$ cat src/rsm_defines.vh
`ifndef RSM_DEFINES_VH
`define RSM_DEFINES_VH
// ----------------------------------------------------------------
// register offsets
// ----------------------------------------------------------------
`define RSM_OFF_IRQ_STATUS 8'h02
`define RSM_OFF_MON_STAT0 8'h05
`define RSM_OFF_MON_STAT1 8'h06
`define RSM_OFF_IRQ_MASK 8'h09
`define RSM_OFF_MON_MASK0 8'h0C
`define RSM_OFF_MON_MASK1 8'h0D
`define RSM_OFF_SYNC_STAT0 8'h14
`define RSM_OFF_SYNC_STAT1 8'h15
`define RSM_OFF_OOR0 8'h16
`define RSM_OFF_OOR1 8'h17
`define RSM_OFF_ACC_MASK 8'h1A
`define RSM_OFF_LOOP_CTRL1 8'h1E
`define RSM_OFF_MODE 8'h1F
`define RSM_OFF_MAN_SEL 8'h20
`define RSM_OFF_REV_CTRL 8'h23
`define RSM_OFF_PRI0 8'h24
`define RSM_OFF_PRI1 8'h25
`define RSM_OFF_DECAY 8'h30
`define RSM_OFF_SEL_STAT 8'h31
// ----------------------------------------------------------------
// reset values
// ----------------------------------------------------------------
`define RSM_RST_IRQ_MASK 8'h00
`define RSM_RST_MON_MASK 8'h00
`define RSM_RST_OOR 8'h00
`define RSM_RST_ACC_MASK 8'h00
`define RSM_RST_LOOP_CTRL1 8'h00
`define RSM_RST_MODE 8'h01
`define RSM_RST_MAN_SEL 8'h00
`define RSM_RST_REV_CTRL 8'h00
`define RSM_RST_PRI0 8'h10
`define RSM_RST_PRI1 8'h02
`define RSM_RST_DECAY 8'h00
// ----------------------------------------------------------------
// field codes and positions
// ----------------------------------------------------------------
`define RSM_MODE_MANUAL 3'h0
`define RSM_MODE_AUTO 3'h1
`define RSM_REVERT_BIT 0
`define RSM_PRI_EXCLUDE 4'hF
`define RSM_ACC_CFM_LSB 4
// ----------------------------------------------------------------
// timing and thresholds
// ----------------------------------------------------------------
`define RSM_CLK_PERIOD_NS 5
`define RSM_CFM_WIN_US 30
`define RSM_CFM_WIN_CYC ((`RSM_CFM_WIN_US * 1000) / `RSM_CLK_PERIOD_NS)
`define RSM_PFM_WIN_S 10
`define RSM_PFM_WIN_CYC (`RSM_PFM_WIN_S * (32'd1000000000 / `RSM_CLK_PERIOD_NS))
`define RSM_GST_UPPER 8'h40
`define RSM_GST_LOWER 8'h08
`define RSM_GST_STEP 8'h08
`define RSM_DECAY_BASE 16'h00FF
`define RSM_NOM_PER 16'd25
`define RSM_SYNC_RATIO 16'd1000
`endif

$ cat src/rsm_ref_monitor.v
`include "rsm_defines.vh"
`default_nettype none
module rsm_ref_monitor #(
  parameter [15:0] NOM_PER = `RSM_NOM_PER,
  parameter [31:0] CFM_WIN = `RSM_CFM_WIN_CYC,
  parameter [31:0] PFM_WIN = `RSM_PFM_WIN_CYC
) (
  input wire core_clk_in, // system clock
  input wire rst_n_in, // synchronous reset, active low
  input wire ref_in, // reference clock sample
  input wire mask_scm_acc_in, // keep period events out of accumulator
  input wire mask_cfm_acc_in, // keep coarse events out of accumulator
  input wire [1:0] decay_sel_in, // accumulator decay rate
  input wire [2:0] oor_code_in, // precise limit code
  output wire [3:0] fail_out // {precise, accumulator, coarse, period}
);
  localparam [15:0] SCM_LO = NOM_PER >> 1;
  localparam [15:0] SCM_HI = NOM_PER + (NOM_PER >> 1);
  localparam [31:0] CFM_EXP = CFM_WIN / {16'h0000, NOM_PER};
  localparam [31:0] CFM_TOL = (CFM_EXP * 32'd3) / 32'd100;
  localparam [31:0] PFM_EXP = PFM_WIN / {16'h0000, NOM_PER};
  // limits in tenths of a ppm; rejection wider than acceptance for hysteresis
  function [10:0] rsm_oor_lim;
    input [2:0] code;
    input rej;
    begin
      case (code)
        3'h0: rsm_oor_lim = rej ? 11'd120 : 11'd92;
        3'h1: rsm_oor_lim = rej ? 11'd520 : 11'd400;
        3'h2: rsm_oor_lim = rej ? 11'd1300 : 11'd1000;
        3'h3: rsm_oor_lim = rej ? 11'd830 : 11'd640;
        3'h4: rsm_oor_lim = rej ? 11'd180 : 11'd138;
        3'h5: rsm_oor_lim = rej ? 11'd320 : 11'd246;
        3'h6: rsm_oor_lim = rej ? 11'd475 : 11'd366;
        default: rsm_oor_lim = rej ? 11'd675 : 11'd520;
      endcase
    end
  endfunction
  reg ref_d_r, scm_r, cfm_r, gst_r, pfm_r;
  reg [15:0] per_r, dec_r;
  reg [31:0] cfm_t_r, cfm_n_r, pfm_t_r, pfm_n_r;
  reg [7:0] acc_r;
  wire edge_w = ref_in & ~ref_d_r;
  wire scm_evt_w = (edge_w & ((per_r < SCM_LO) | (per_r > SCM_HI)))
                 | (~edge_w & (per_r == SCM_HI + 16'h0001));
  wire cfm_end_w = (cfm_t_r == CFM_WIN - 32'd1);
  wire [31:0] cfm_now_w = cfm_n_r + {31'd0, edge_w};
  wire [31:0] cfm_dev_w = (cfm_now_w > CFM_EXP) ? cfm_now_w - CFM_EXP : CFM_EXP - cfm_now_w;
  wire cfm_evt_w = cfm_end_w & (cfm_dev_w > CFM_TOL);
  wire hit_w = (scm_evt_w & ~mask_scm_acc_in) | (cfm_evt_w & ~mask_cfm_acc_in);
  wire [15:0] dec_lim_w = `RSM_DECAY_BASE << {decay_sel_in, 1'b0};
  wire tick_w = (dec_r >= dec_lim_w);
  wire restart_w = scm_evt_w | cfm_evt_w;
  wire pfm_end_w = (pfm_t_r == PFM_WIN - 32'd1);
  wire [31:0] pfm_now_w = pfm_n_r + {31'd0, edge_w};
  wire [31:0] pfm_dev_w = (pfm_now_w > PFM_EXP) ? pfm_now_w - PFM_EXP : PFM_EXP - pfm_now_w;
  wire [63:0] dev_sc_w = {32'd0, pfm_dev_w} * 64'd10000000;
  wire [63:0] acc_th_w = {53'd0, rsm_oor_lim(oor_code_in, 1'b0)} * {32'd0, PFM_EXP};
  wire [63:0] rej_th_w = {53'd0, rsm_oor_lim(oor_code_in, 1'b1)} * {32'd0, PFM_EXP};
  // all four monitors; references start failed so they must qualify first
  always @(posedge core_clk_in) begin
    if (!rst_n_in) begin
      ref_d_r <= 1'b0;
      per_r <= 16'h0000;
      scm_r <= 1'b1;
      cfm_t_r <= 32'h00000000;
      cfm_n_r <= 32'h00000000;
      cfm_r <= 1'b1;
      acc_r <= `RSM_GST_UPPER;
      dec_r <= 16'h0000;
      gst_r <= 1'b1;
      pfm_t_r <= 32'h00000000;
      pfm_n_r <= 32'h00000000;
      pfm_r <= 1'b1;
    end else begin
      ref_d_r <= ref_in;
      per_r <= edge_w ? 16'h0001 : ((per_r == 16'hFFFF) ? per_r : per_r + 16'h0001);
      if (scm_evt_w) begin
        scm_r <= 1'b1;
      end else if (edge_w) begin
        scm_r <= 1'b0;
      end
      cfm_t_r <= cfm_end_w ? 32'h00000000 : cfm_t_r + 32'd1;
      cfm_n_r <= cfm_end_w ? 32'h00000000 : cfm_now_w;
      if (cfm_end_w) begin
        cfm_r <= cfm_evt_w;
      end
      dec_r <= tick_w ? 16'h0000 : dec_r + 16'h0001;
      if (hit_w) begin
        acc_r <= (acc_r >= `RSM_GST_UPPER - `RSM_GST_STEP) ? `RSM_GST_UPPER
               : acc_r + `RSM_GST_STEP;
      end else if (tick_w && acc_r != 8'h00) begin
        acc_r <= acc_r - 8'h01;
      end
      if (acc_r >= `RSM_GST_UPPER) begin
        gst_r <= 1'b1;
      end else if (acc_r <= `RSM_GST_LOWER) begin
        gst_r <= 1'b0;
      end
      // any irregularity spoils the long count, so start it over
      if (restart_w || pfm_end_w) begin
        pfm_t_r <= 32'h00000000;
        pfm_n_r <= 32'h00000000;
      end else begin
        pfm_t_r <= pfm_t_r + 32'd1;
        pfm_n_r <= pfm_now_w;
      end
      if (pfm_end_w && !restart_w) begin
        pfm_r <= pfm_r ? (dev_sc_w > acc_th_w) : (dev_sc_w > rej_th_w);
      end
    end
  end
  assign fail_out = {pfm_r, gst_r, cfm_r, scm_r};
endmodule
`default_nettype wire

$ cat src/rsm_ref_select.v
// The address-and-strobe port was left to the implementer.
`include "rsm_defines.vh"
`default_nettype none
// Summary of operation
// mode register picks automatic or manual reference selection
// automatic selection considers only currently valid references
// automatic selection with no valid reference goes to holdover by itself
// each reference has a priority; code 1111 excludes it from automatic choice
// revertive: always use best valid reference, switch when better one appears
// non-revertive: keep active while valid, then move to best valid one
// equal priorities resolve toward the lowest reference index
// per-reference revertive bits enable reverting to that reference
// manual mode uses the written index; invalid reference means holdover
// all inputs watched always; new references qualify before use
// period checker fails a period off nominal by more than half
// coarse checker fails a short window off by more than three percent
// accumulator integrates events, decays at chosen rate, fails at upper level
// accumulator counts down and requalifies at lower level
// precise checker over ten seconds against oscillator, out-of-range fails
// three-bit code selects acceptance and rejection ppm with hysteresis
// precise measurement restarts on any period or coarse irregularity
// four masked monitor failures ORed per reference; each shown in status
// change in failure status pulls active-low interrupt low unless masked
// per-reference bits mask each monitor from the combined failure
// separate bits keep period and coarse events out of the accumulator
// sync inputs checked for correct reference cycles per sync period
// frame pulse input follows the selected reference; only aligns frames
module rsm_ref_select #(
  parameter [15:0] NOM_PER = `RSM_NOM_PER,
  parameter [31:0] CFM_WIN = `RSM_CFM_WIN_CYC,
  parameter [31:0] PFM_WIN = `RSM_PFM_WIN_CYC,
  parameter [15:0] SYNC_RATIO = `RSM_SYNC_RATIO
) (
  input wire core_clk_in, // 200 MHz oscillator clock
  input wire rst_n_in, // synchronous reset, active low
  input wire [2:0] reference_input_in, // reference clocks, one per bit
  input wire [2:0] frame_pulse_input_in, // frame pulses, one per bit
  input wire [7:0] reg_addr_in, // register offset
  input wire [7:0] reg_wdata_in, // write data
  input wire reg_wr_in, // write strobe
  input wire reg_rd_in, // read strobe
  output wire [7:0] reg_rdata_out, // read data, cycle after strobe
  output wire irq_n_out, // interrupt, active low
  output wire [1:0] active_ref_out, // selected reference index
  output wire holdover_out, // no reference in use
  output wire [2:0] ref_valid_out, // per-reference qualified flag
  output wire sel_frame_pulse_out // frame pulse of the active reference
);
  // ----------------------------------------------------------------
  // selection states
  // ----------------------------------------------------------------
  localparam [1:0] ST_HOLD = 2'd0;
  localparam [1:0] ST_LOCK = 2'd1;

  // ----------------------------------------------------------------
  // software registers
  // ----------------------------------------------------------------
  reg [7:0] irq_mask_r;
  reg [7:0] mon_mask0_r;
  reg [7:0] mon_mask1_r;
  reg [7:0] oor0_r;
  reg [7:0] oor1_r;
  reg [7:0] acc_mask_r;
  reg [7:0] loop1_r;
  reg [7:0] mode_r;
  reg [7:0] man_sel_r;
  reg [7:0] rev_r;
  reg [7:0] pri0_r;
  reg [7:0] pri1_r;
  reg [7:0] decay_r;
  reg [7:0] rdata_r;
  reg [7:0] rdata_nxt;

  // register writes; read-only and unmapped offsets ignore writes
  always @(posedge core_clk_in) begin
    if (!rst_n_in) begin
      irq_mask_r <= `RSM_RST_IRQ_MASK;
      mon_mask0_r <= `RSM_RST_MON_MASK;
      mon_mask1_r <= `RSM_RST_MON_MASK;
      oor0_r <= `RSM_RST_OOR;
      oor1_r <= `RSM_RST_OOR;
      acc_mask_r <= `RSM_RST_ACC_MASK;
      loop1_r <= `RSM_RST_LOOP_CTRL1;
      mode_r <= `RSM_RST_MODE;
      man_sel_r <= `RSM_RST_MAN_SEL;
      rev_r <= `RSM_RST_REV_CTRL;
      pri0_r <= `RSM_RST_PRI0;
      pri1_r <= `RSM_RST_PRI1;
      decay_r <= `RSM_RST_DECAY;
    end else if (reg_wr_in) begin
      if (reg_addr_in == `RSM_OFF_IRQ_MASK) begin
        irq_mask_r <= reg_wdata_in;
      end else if (reg_addr_in == `RSM_OFF_MON_MASK0) begin
        mon_mask0_r <= reg_wdata_in;
      end else if (reg_addr_in == `RSM_OFF_MON_MASK1) begin
        mon_mask1_r <= reg_wdata_in;
      end else if (reg_addr_in == `RSM_OFF_OOR0) begin
        oor0_r <= reg_wdata_in;
      end else if (reg_addr_in == `RSM_OFF_OOR1) begin
        oor1_r <= reg_wdata_in;
      end else if (reg_addr_in == `RSM_OFF_ACC_MASK) begin
        acc_mask_r <= reg_wdata_in;
      end else if (reg_addr_in == `RSM_OFF_LOOP_CTRL1) begin
        loop1_r <= reg_wdata_in;
      end else if (reg_addr_in == `RSM_OFF_MODE) begin
        mode_r <= reg_wdata_in;
      end else if (reg_addr_in == `RSM_OFF_MAN_SEL) begin
        man_sel_r <= reg_wdata_in;
      end else if (reg_addr_in == `RSM_OFF_REV_CTRL) begin
        rev_r <= reg_wdata_in;
      end else if (reg_addr_in == `RSM_OFF_PRI0) begin
        pri0_r <= reg_wdata_in;
      end else if (reg_addr_in == `RSM_OFF_PRI1) begin
        pri1_r <= reg_wdata_in;
      end else if (reg_addr_in == `RSM_OFF_DECAY) begin
        decay_r <= reg_wdata_in;
      end
    end
  end

  // ----------------------------------------------------------------
  // per-reference monitors
  // ----------------------------------------------------------------
  // packed views: four bits per reference, reference 0 lowest
  wire [11:0] mon_fail_w;
  wire [11:0] mon_mask_w = {mon_mask1_r[3:0], mon_mask0_r};
  wire [11:0] oor_w = {1'b0, oor1_r[2:0], 1'b0, oor0_r[6:4], 1'b0, oor0_r[2:0]};
  wire [11:0] pri_w = {pri1_r[3:0], pri0_r};
  wire [2:0] sync_fail_w;
  wire [2:0] ref_fail_w;

  genvar gi;
  generate
    for (gi = 0; gi < 3; gi = gi + 1) begin : g_ref
      // monitors run whether or not the reference is selected
      rsm_ref_monitor #(
        .NOM_PER(NOM_PER),
        .CFM_WIN(CFM_WIN),
        .PFM_WIN(PFM_WIN)
      ) u_mon (
        .core_clk_in(core_clk_in),
        .rst_n_in(rst_n_in),
        .ref_in(reference_input_in[gi]),
        .mask_scm_acc_in(acc_mask_r[gi]),
        .mask_cfm_acc_in(acc_mask_r[gi + `RSM_ACC_CFM_LSB]),
        .decay_sel_in(decay_r[1:0]),
        .oor_code_in(oor_w[gi * 4 +: 3]),
        .fail_out(mon_fail_w[gi * 4 +: 4])
      );
      rsm_sync_ratio #(
        .RATIO(SYNC_RATIO)
      ) u_sync (
        .core_clk_in(core_clk_in),
        .rst_n_in(rst_n_in),
        .ref_in(reference_input_in[gi]),
        .sync_in(frame_pulse_input_in[gi]),
        .fail_out(sync_fail_w[gi])
      );
      // a masked monitor cannot fail the reference
      assign ref_fail_w[gi] = |(mon_fail_w[gi * 4 +: 4] & ~mon_mask_w[gi * 4 +: 4]);
    end
  endgenerate

  // ----------------------------------------------------------------
  // failure status and interrupt
  // ----------------------------------------------------------------
  reg [2:0] ref_fail_r;
  reg [2:0] pend_r;
  reg irq_n_r;
  wire irq_rd_w = reg_rd_in & (reg_addr_in == `RSM_OFF_IRQ_STATUS);
  wire [2:0] change_w = ref_fail_w ^ ref_fail_r;
  // a change in the same cycle as the clearing read stays pending
  wire [2:0] pend_nxt = (pend_r & ~{3{irq_rd_w}}) | (change_w & ~irq_mask_r[2:0]);

  // status copy, pending changes and the interrupt pin
  always @(posedge core_clk_in) begin
    if (!rst_n_in) begin
      ref_fail_r <= 3'b111;
      pend_r <= 3'b000;
      irq_n_r <= 1'b1;
    end else begin
      ref_fail_r <= ref_fail_w;
      pend_r <= pend_nxt;
      irq_n_r <= ~|pend_nxt;
    end
  end

  // ----------------------------------------------------------------
  // reference selection
  // ----------------------------------------------------------------
  // best eligible reference; scanning downward with <= lets lower index win ties
  function [2:0] rsm_pick;
    input [2:0] elig;
    input [11:0] pri;
    integer i;
    reg [3:0] best;
    begin
      rsm_pick = 3'b000;
      best = `RSM_PRI_EXCLUDE;
      for (i = 2; i >= 0; i = i - 1) begin
        if (elig[i] && (pri[i * 4 +: 4] <= best)) begin
          best = pri[i * 4 +: 4];
          rsm_pick = {1'b1, i[1:0]};
        end
      end
    end
  endfunction

  // exclusion code 1111 keeps a reference out of automatic choice
  function rsm_allowed;
    input [3:0] pri;
    begin
      rsm_allowed = (pri != `RSM_PRI_EXCLUDE);
    end
  endfunction

  reg [1:0] state_r;
  reg [1:0] state_nxt;
  reg [1:0] act_r;
  reg [1:0] act_nxt;
  reg fp_r;
  wire [2:0] ref_valid_w = ~ref_fail_w;
  wire [3:0] elig_w = {1'b0,
                       ref_valid_w[2] & rsm_allowed(pri_w[11:8]),
                       ref_valid_w[1] & rsm_allowed(pri_w[7:4]),
                       ref_valid_w[0] & rsm_allowed(pri_w[3:0])};
  wire [3:0] valid4_w = {1'b0, ref_valid_w};
  wire [2:0] pick_w = rsm_pick(elig_w[2:0], pri_w);
  wire [3:0] rev4_w = {1'b0, rev_r[2:0]};
  // reverting to a better reference is allowed globally or by that reference
  wire revert_w = loop1_r[`RSM_REVERT_BIT] | rev4_w[pick_w[1:0]];

  // next selection; an unknown mode code falls back to holdover
  always @* begin
    state_nxt = state_r;
    act_nxt = act_r;
    if (mode_r[2:0] == `RSM_MODE_MANUAL) begin
      if (man_sel_r[1:0] != 2'd3 && valid4_w[man_sel_r[1:0]]) begin
        state_nxt = ST_LOCK;
        act_nxt = man_sel_r[1:0];
      end else begin
        state_nxt = ST_HOLD;
      end
    end else if (mode_r[2:0] == `RSM_MODE_AUTO) begin
      case (state_r)
        ST_HOLD: begin
          if (pick_w[2]) begin
            state_nxt = ST_LOCK;
            act_nxt = pick_w[1:0];
          end
        end
        ST_LOCK: begin
          if (!elig_w[act_r]) begin
            if (pick_w[2]) begin
              act_nxt = pick_w[1:0];
            end else begin
              state_nxt = ST_HOLD;
            end
          end else if (pick_w[1:0] != act_r && revert_w) begin
            act_nxt = pick_w[1:0];
          end
        end
        default: begin
          state_nxt = ST_HOLD;
        end
      endcase
    end else begin
      state_nxt = ST_HOLD;
    end
  end

  // selection state and the frame pulse that follows the active reference
  always @(posedge core_clk_in) begin
    if (!rst_n_in) begin
      state_r <= ST_HOLD;
      act_r <= 2'd0;
      fp_r <= 1'b0;
    end else begin
      state_r <= state_nxt;
      act_r <= act_nxt;
      // frame pulse only aligns outputs; it never enters the selection
      fp_r <= (state_nxt == ST_LOCK) & frame_pulse_input_in[act_nxt];
    end
  end

  // ----------------------------------------------------------------
  // register read-back
  // ----------------------------------------------------------------
  // status views, reference 0 in the lowest nibble or bit
  always @* begin
    rdata_nxt = 8'h00;
    if (reg_addr_in == `RSM_OFF_IRQ_STATUS) begin
      rdata_nxt = {5'h00, ref_fail_r};
    end else if (reg_addr_in == `RSM_OFF_MON_STAT0) begin
      rdata_nxt = mon_fail_w[7:0];
    end else if (reg_addr_in == `RSM_OFF_MON_STAT1) begin
      rdata_nxt = {4'h0, mon_fail_w[11:8]};
    end else if (reg_addr_in == `RSM_OFF_IRQ_MASK) begin
      rdata_nxt = irq_mask_r;
    end else if (reg_addr_in == `RSM_OFF_MON_MASK0) begin
      rdata_nxt = mon_mask0_r;
    end else if (reg_addr_in == `RSM_OFF_MON_MASK1) begin
      rdata_nxt = mon_mask1_r;
    end else if (reg_addr_in == `RSM_OFF_SYNC_STAT0) begin
      rdata_nxt = {5'h00, sync_fail_w};
    end else if (reg_addr_in == `RSM_OFF_SYNC_STAT1) begin
      rdata_nxt = 8'h00;
    end else if (reg_addr_in == `RSM_OFF_OOR0) begin
      rdata_nxt = oor0_r;
    end else if (reg_addr_in == `RSM_OFF_OOR1) begin
      rdata_nxt = oor1_r;
    end else if (reg_addr_in == `RSM_OFF_ACC_MASK) begin
      rdata_nxt = acc_mask_r;
    end else if (reg_addr_in == `RSM_OFF_LOOP_CTRL1) begin
      rdata_nxt = loop1_r;
    end else if (reg_addr_in == `RSM_OFF_MODE) begin
      rdata_nxt = mode_r;
    end else if (reg_addr_in == `RSM_OFF_MAN_SEL) begin
      rdata_nxt = man_sel_r;
    end else if (reg_addr_in == `RSM_OFF_REV_CTRL) begin
      rdata_nxt = rev_r;
    end else if (reg_addr_in == `RSM_OFF_PRI0) begin
      rdata_nxt = pri0_r;
    end else if (reg_addr_in == `RSM_OFF_PRI1) begin
      rdata_nxt = pri1_r;
    end else if (reg_addr_in == `RSM_OFF_DECAY) begin
      rdata_nxt = decay_r;
    end else if (reg_addr_in == `RSM_OFF_SEL_STAT) begin
      rdata_nxt = {5'h00, (state_r == ST_HOLD), act_r};
    end
  end

  // data stand only in the cycle after the read strobe
  always @(posedge core_clk_in) begin
    if (!rst_n_in) begin
      rdata_r <= 8'h00;
    end else begin
      rdata_r <= reg_rd_in ? rdata_nxt : 8'h00;
    end
  end

  // ----------------------------------------------------------------
  // outputs
  // ----------------------------------------------------------------
  assign reg_rdata_out = rdata_r;
  assign irq_n_out = irq_n_r;
  assign active_ref_out = act_r;
  assign holdover_out = (state_r == ST_HOLD);
  assign ref_valid_out = ~ref_fail_r;
  assign sel_frame_pulse_out = fp_r;
endmodule
`default_nettype wire

$ cat src/rsm_sync_ratio.v
`include "rsm_defines.vh"
`default_nettype none
module rsm_sync_ratio #(
  parameter [15:0] RATIO = `RSM_SYNC_RATIO
) (
  input wire core_clk_in, // system clock
  input wire rst_n_in, // synchronous reset, active low
  input wire ref_in, // reference clock sample
  input wire sync_in, // frame pulse sample
  output wire fail_out // ratio wrong or pulse missing
);
  reg ref_d_r;
  reg sync_d_r;
  reg [15:0] cnt_r;
  reg fail_r;
  wire ref_edge_w = ref_in & ~ref_d_r;
  wire sync_edge_w = sync_in & ~sync_d_r;
  // count reference edges between frame pulse rising edges
  always @(posedge core_clk_in) begin
    if (!rst_n_in) begin
      ref_d_r <= 1'b0;
      sync_d_r <= 1'b0;
      cnt_r <= 16'h0000;
      fail_r <= 1'b1;
    end else begin
      ref_d_r <= ref_in;
      sync_d_r <= sync_in;
      if (sync_edge_w) begin
        fail_r <= (cnt_r != RATIO);
        cnt_r <= {15'h0000, ref_edge_w};
      end else if (ref_edge_w) begin
        if (cnt_r != 16'hFFFF) begin
          cnt_r <= cnt_r + 16'h0001;
        end
        // too many cycles means the pulse went missing; flag it early
        if (cnt_r >= RATIO) begin
          fail_r <= 1'b1;
        end
      end
    end
  end
  assign fail_out = fail_r;
endmodule
`default_nettype wire

$ cat config.mk
export PLATFORM = sky130hd
export DESIGN_NAME = rsm_ref_select
export DESIGN_NICKNAME = d
export VERILOG_FILES = /design/src/rsm_ref_monitor.v /design/src/rsm_ref_select.v /design/src/rsm_sync_ratio.v
export VERILOG_INCLUDE_DIRS = /design/src
export SDC_FILE = /design/constraint.sdc
export NUM_CORES = 2
export LEC_CHECK = 0
export BUFFER_PORTS_ARGS = -buffer_cell sky130_fd_sc_hd__buf_2
export CAP_MARGIN = 40
export CORE_MARGIN = 10
export CORE_UTILIZATION = 35
export DETAILED_ROUTE_END_ITERATION = 7
export SETUP_SLACK_MARGIN = 0.02
export SLEW_MARGIN = 20
export SYNTH_ARGS = -nofsm -noshare
export SYNTH_HDL_FRONTEND = slang
export SYNTH_HIERARCHICAL = 1
export SYNTH_SLANG_ARGS = --single-unit
$ cat constraint.sdc
create_clock -name core_clk_in -period 22.7 [get_ports core_clk_in]
set_clock_uncertainty 0.2 [all_clocks]
set_input_delay 4.54 -clock core_clk_in [delete_from_list [all_inputs] [get_ports core_clk_in]]
set_output_delay 4.54 -clock core_clk_in [all_outputs]
set_load 0.02 [all_outputs]
-- After elaboration in Yosys (flattened, before gate mapping)
Cells that the tools add are included.
- flip-flop bits (word level): 697
- output and inout bits: 16
- bits of input ports: 26
- $mul: 9
- $lt $le $gt $ge: 43
- add/sub/neg operators: 39
- eq/ne operators: 66
- reductions and logical operators: 87
- shift operators: 1
- mux-type cells: 94
- bitwise gates (word level): 82
- operators by type and width (operator ; count):
    $gt A56 B38 Y1 ; 6
    $pmux W11 S7 ; 3
    $pmux W10 S7 ; 3
    $mux W8 ; 26
    $add A32 B1 Y32 ; 6
    $add A32 B1 Y32 const B ; 6
    $mux W32 ; 6
    $mul A32 B17 Y49 const B ; 3
    $add A16 B1 Y16 const B ; 9
    $eq A32 B13 Y1 const B ; 3
    $eq A32 B31 Y1 const B ; 3
    $gt A32 B27 Y1 const B ; 3
    $gt A32 B3 Y1 const B ; 3
    $gt A32 B8 Y1 const B ; 3
    $sub A27 B32 Y32 const A ; 3
    $sub A32 B27 Y32 const B ; 3
    $sub A32 B8 Y32 const B ; 3
    $sub A8 B32 Y32 const A ; 3
    $mul A11 B17 Y28 const B ; 3
    $mul A10 B17 Y27 const B ; 3
    $eq A8 B5 Y1 const B ; 7
    $eq A16 B16 Y1 const B ; 3
    $eq A16 B6 Y1 const B ; 3
    $eq A8 B6 Y1 const B ; 6
    64 further kinds ; 301

-- Logic depth before layout (Yosys ltp)
- depth after elaboration: 25
- mapped depth: 53

-- Modules after synthesis
The synthesis kept the hierarchy.
- modules (own cells, without submodules) (module ; area each (µm²) ; cells each ; seq. area each (µm²) ; instances):
    rsm_ref_monitor (g_ref[0].u_mon) ; 27172.3 ; 3268 ; 3463.3 ; 1
    rsm_ref_monitor (g_ref[2].u_mon) ; 26659.3 ; 3191 ; 3463.3 ; 1
    rsm_ref_monitor (g_ref[1].u_mon) ; 26188.9 ; 3115 ; 3463.3 ; 1
    rsm_ref_select ; 6801.5 ; 769 ; 2482.4 ; 1
    rsm_sync_ratio (g_ref[2].u_sync) ; 1026.0 ; 113 ; 380.4 ; 1
    rsm_sync_ratio (g_ref[0].u_sync) ; 1021.0 ; 126 ; 380.4 ; 1
    rsm_sync_ratio (g_ref[1].u_sync) ; 1009.7 ; 125 ; 380.4 ; 1

-- Least setup slack after synthesis
No wires, ideal clock.
- path kind: input-to-reg
- start: input reference_input_in[1]
- end: register g_ref[1].u_mon.pfm_r
- setup time: 130 ps
- stages: 49
- buffers on the path: 4
- setup slack: 7306 ps
- arrival: 15064 ps
- cell sequence: nand2b_1 clkbuf_1 inv_1 ha_1 ha_1 clkbuf_1 nand3_1 nor3_1 xnor2_1 inv_1 ha_1 nor3b_1 o21ai_0 a21oi_1 o41ai_1 or2_2 clkbuf_1 buf_1 (+13 left out) nor4bb_1 a21oi_1 o21ai_0 nand2b_1 a21oi_1 xnor2_1 ha_1 a21o_1 a21oi_1 o21ai_0 a221oi_1 o31ai_1 maj3_1 a2111oi_0 or3_1 a32oi_1 a2111oi_0 a21oi_1
- elaborated cells on any way between the ends: 24
- those cells by class: add/sub: 6; mul: 1; order compare: 5; mux: 3; bitwise: 7; reduce/logical: 2
- RTL lines (item ; RTL line ; text):
    start, declared ; rsm_ref_select.v:36 ; input wire [2:0] reference_input_in,
    $and A1 B1 Y1 * ; -- ;
    via g_ref[1].u_mon.edge_w ; rsm_ref_monitor.v:43 ; wire edge_w = ref_in & ~ref_d_r;
    $add A32 B1 Y32 * ; rsm_ref_monitor.v:55 ; wire [31:0] pfm_now_w = pfm_n_r + {31'd0, edge_w};
    via g_ref[1].u_mon.pfm_now_w[10] ; rsm_ref_monitor.v:55 ;
    $sub A27 B32 Y32, or another cell as far along ; rsm_ref_monitor.v:56 ; wire [31:0] pfm_dev_w = (pfm_now_w > PFM_EXP) ? pfm_now_w - PFM_EXP : PFM_EXP - pfm_now_w;
    $mux W32 * ; rsm_ref_monitor.v:56 ;
    $mul A32 B17 Y49 * ; rsm_ref_monitor.v:57 ; wire [63:0] dev_sc_w = {32'd0, pfm_dev_w} * 64'd10000000;
    $gt A56 B38 Y1 ; rsm_ref_monitor.v:109 ; pfm_r <= pfm_r ? (dev_sc_w > acc_th_w) : (dev_sc_w > rej_th_w);
    $mux W1 * ; rsm_ref_monitor.v:109 ;
    end signal, assigned ; rsm_ref_monitor.v:109 ;
    end, declared ; rsm_ref_monitor.v:39 ; reg ref_d_r, scm_r, cfm_r, gst_r, pfm_r;
The timed path passes the listed nets; every way through them passes the cells marked *.
A chain may end at the register's enable or synchronous reset.

-- Worst setup path in the final report
- start: input reference_input_in[0]
- end: register g_ref[0].u_mon.pfm_r
- word-level cells in the longest chain between the ends: 9
- elaborated cells on any way between the ends: 24
- those cells by class: add/sub: 6; mul: 1; order compare: 5; mux: 3; bitwise: 7; reduce/logical: 2
- RTL lines (item ; RTL line):
    $and A1 B1 Y1 * ; --
    via g_ref[0].u_mon.edge_w ; rsm_ref_monitor.v:43
    branches (longest 8 deep; another with $gt A56 B38 Y1) ; --
    end signal, assigned ; rsm_ref_monitor.v:109
    end, declared ; rsm_ref_monitor.v:39
Mark *: on every way through the listed nets, which the timed path passes.

==> metrics.yaml <==
status:
  status: "complete, no violations"
synth:
  ys_ff_latch: 700
  ys_warn_count: 6
  synthArstFlopShare: 0
  synth_edf_count: 0
  avgSynthCellArea_um2: 8.39
  syn_area_um2: 89900
  synth_flop_cell: "dfxtp_1"
  ys_seq_area_frac: 0.156
  ys_types: 135
  syn_inst: 10700
floorplanning:
  core-area_um2: 255000
  initial_core_util: 0.353
  io_pins: 42
  num_rows: 185
  die_w_um: 527
  dieArea_um2: 277000
  die_h_um: 527
setup_path:
  endpoint_kind: "flop"
  crit_buf_inv: 6
  crit_top_cell: "ha_1"
  required_ns: 23.13
  cp_num_cells: 48
  slowest_delay_ns: 0.65
  critPathMaxFanout: 21
  reg2reg_to: "g_ref[0].u_mon/pfm_r"
  crit_slowest_cell: "a21boi_0"
  path_delay_family: "compound AO/OA/AOI/OAI gates"
  startpoint: "reference_input_in[0]"
  rrSetupSlack_ns: 9.70
  rr_worst_depth: 47
  regToRegStartpoint: "g_ref[0].u_mon/ref_d_r"
  critPathLaunchType: "primary input"
  path_class: "primary input to flop"
  arrival_ns: 17.05
cells_and_area:
  finalNetCount: 12700
  layout.area.seq_um2: 14000
  final_cell_area_um2: 96700
  drive_gt1_frac: 0.0463
  nFillCells: 26100
  multi_input_area_um2: 68900
  area_delta_synth_final_pct: 7.54
hold_path:
  min_path_type: "flop to flop"
  whs_path_depth: 1
  hold_end: "g_ref[1].u_mon/pfm_t_r[0]"
  min_from: "g_ref[1].u_mon/pfm_t_r[0]"
clock_tree:
  cts_resized: 0
  clkTransAtPathRegs_ns: 0.06
  cts_tree: "yes"
  ctsHoldBuffers: 0
  cts_root_buf: "clkbuf_16"
  numCtsBuffers: 88
  worstSkewPairLatency_ns: 0.74
  cts.sinks: 700
  clockBufferDepth: 3
  htree_levels: 3
  cts_setup_buffers: 0
place:
  routabilityCongestion: 0.930
  placed_area_um2: 93500
  io_buffers: 41
  dpl.hpwl_mm: 192
drt:
  drt-total-wl_mm: 235
  route.vias.total: 72800
  drcViolationCount: 0
  ant_nets: 0
  avgRoutedWirePerCell_um: 16.7
  dr.pass1.iters: 5
  via_per_inst: 5.18
  drtIter0Drc: 4734
power:
  peakVddDrop_mv: 0.246
  p_leak_nw: 44.6
  p_per_area_nw_per_um2: 132
global_routing:
  antenna_found_initial: 16
  grt_max_degree: 127
  grt_pass1_vias: 71000
  grt-ovfl-total: 0
  grt_usage: 0.164
  grt_first_pass_wirelength_mm: 383
sta:
  hold_violations: 0
  max_slew_margin: 0.359
  rsz0062_at_grt: "false"
  timing.fmax_ghz: 0.0602
  fin_crit_ns: 16.62
  finalMaxSlewViolations: 0
  post-route-period-util: 0.732
  worstMarginPinSlew_ns: 0.949
  setup_tns_ns: 0
  finalSetupViolations: 0
job:
  max_cap_viol_count: 0
==> cell families after synthesis <==
kind of cell / after synthesis / share of synthesized area
AOI/OAI and AO/OA: 1768 / 0.130
xor gates and xnor gates: 857 / 0.0838
adders and majority gates: 2070 / 0.340
buffers and inverters: 1787 / 0.0777
DFF: 700 / 0.156
muxes: 133 / 0.0150
other: 7 / 0.000292
and+or+nand+nor: 3385 / 0.198
==> report_power, final <==
group | internal [mW] | switching (mW)
registers | 1.24 | 0.0176
logic | 4.14 | 5.83
clock network | 0.904 | 0.592
total | 6.28 | 6.44
==> Yosys cell counts, types with 199 or more instances <==
library cell | instances | share of area
a21oi_1 | 491 | 0.027
clkbuf_1 | 202 | 0.0084
dfxtp_1 | 700 | 0.16
fa_1 | 618 | 0.14
ha_1 | 1448 | 0.20
inv_1 | 1466 | 0.061
nand2_1 | 611 | 0.026
nand3_1 | 378 | 0.021
nand4_1 | 199 | 0.014
nor2_1 | 913 | 0.038
o21ai_0 | 356 | 0.020
xnor2_1 | 441 | 0.043
xor2_1 | 412 | 0.040
==> how the worst max path moves through the flow <==
stage                                 endpoint
after floorplan           g_ref[1].u_mon/pfm_r
after global placement    g_ref[0].u_mon/pfm_r
after detailed placement  g_ref[0].u_mon/pfm_r
after CTS                 g_ref[0].u_mon/pfm_r
after global routing      g_ref[0].u_mon/pfm_r
final                     g_ref[0].u_mon/pfm_r
==> state kept, by name, indices dropped and copies added (netlist names), 8 cells and up <==
signal	count
oor1_r	8
irq_mask_r	8
pri0_r	8
acc_mask_r	8
mon_mask1_r	8
g_ref.u_mon/per_r	48
g_ref.u_mon/pfm_n_r	96
decay_r	8
loop1_r	8
mode_r	8
g_ref.u_mon/dec_r	48
pri1_r	8
rev_r	8
g_ref.u_mon/cfm_n_r	96
g_ref.u_mon/acc_r	24
oor0_r	8
g_ref.u_sync/cnt_r	48
g_ref.u_mon/cfm_t_r	96
g_ref.u_mon/pfm_t_r	96
mon_mask0_r	8
reg_rdata_out	8
man_sel_r	8
==> worst register-to-register path: cells and delay by family, from the launching register on <==
family	cells	cell delay, ns
compound gates	14	4.00
fa+ha+maj	10	3.58
simple gates	14	2.85
xor+xnor	4	1.53
buf+inv	5	0.49
flops	1	0.29
==> through the flow <==
stage | utilization | hold WS [ns] | instances | total power, mW | setup slack, ns
2_1_floorplan | - | 0.213 | 10700 | 8.71 | 7.31
6_report | 0.379 | 0.238 | 14100 | 12.7 | 6.08
4_1_cts | 0.379 | 0.243 | 14000 | 12.7 | 6.15
3_3_place_gp | 0.366 | 0.225 | 13900 | 11.1 | 5.66
3_5_place_dp | 0.367 | 0.233 | 13900 | 11.1 | 5.46
5_1_grt | 0.379 | 0.269 | 14100 | 14.2 | 5.12
==> cells in the final DEF, fill, tap and decap left out, types with 82 or more instances in the layout <==
cell          n
nand2b_1     94
fa_1        618
inv_1      1466
nor2b_1     188
nand4_1     199
and3_1      165
and2_1      136
dfxtp_1     700
o21ai_0     353
mux2i_1     121
clkbuf_16    88
a21o_1      162
xor2_1      412
nand2_1     607
nor2_1      913
nand3_1     378
a31oi_1      82
xnor2_1     441
a21oi_1     491
ha_1       1448
nor3_1      180
nor4_1       90
==> cell type report <==
class                      count  area share
antenna                        8    0.000207
clock buffer                 122      0.0260
clock inverter                38     0.00620
inverter                    1472      0.0572
multi-input combinational   8223       0.713
sequential                   700       0.145
tap                         3366      0.0436
timing repair buffer         128     0.00880
==> routing by layer <==
layer	share of wire	vias up	global-route usage	routed length [µm]
li1	-	36600	-	-
met1	0.48	34400	0.229	113000
met2	0.45	1476	0.270	106000
met3	0.041	296	0.0188	9630
met4	0.022	12	0.0369	5140
met5	0.00037	-	0	87
Note: power is estimated with default switching activity, not from simulation.
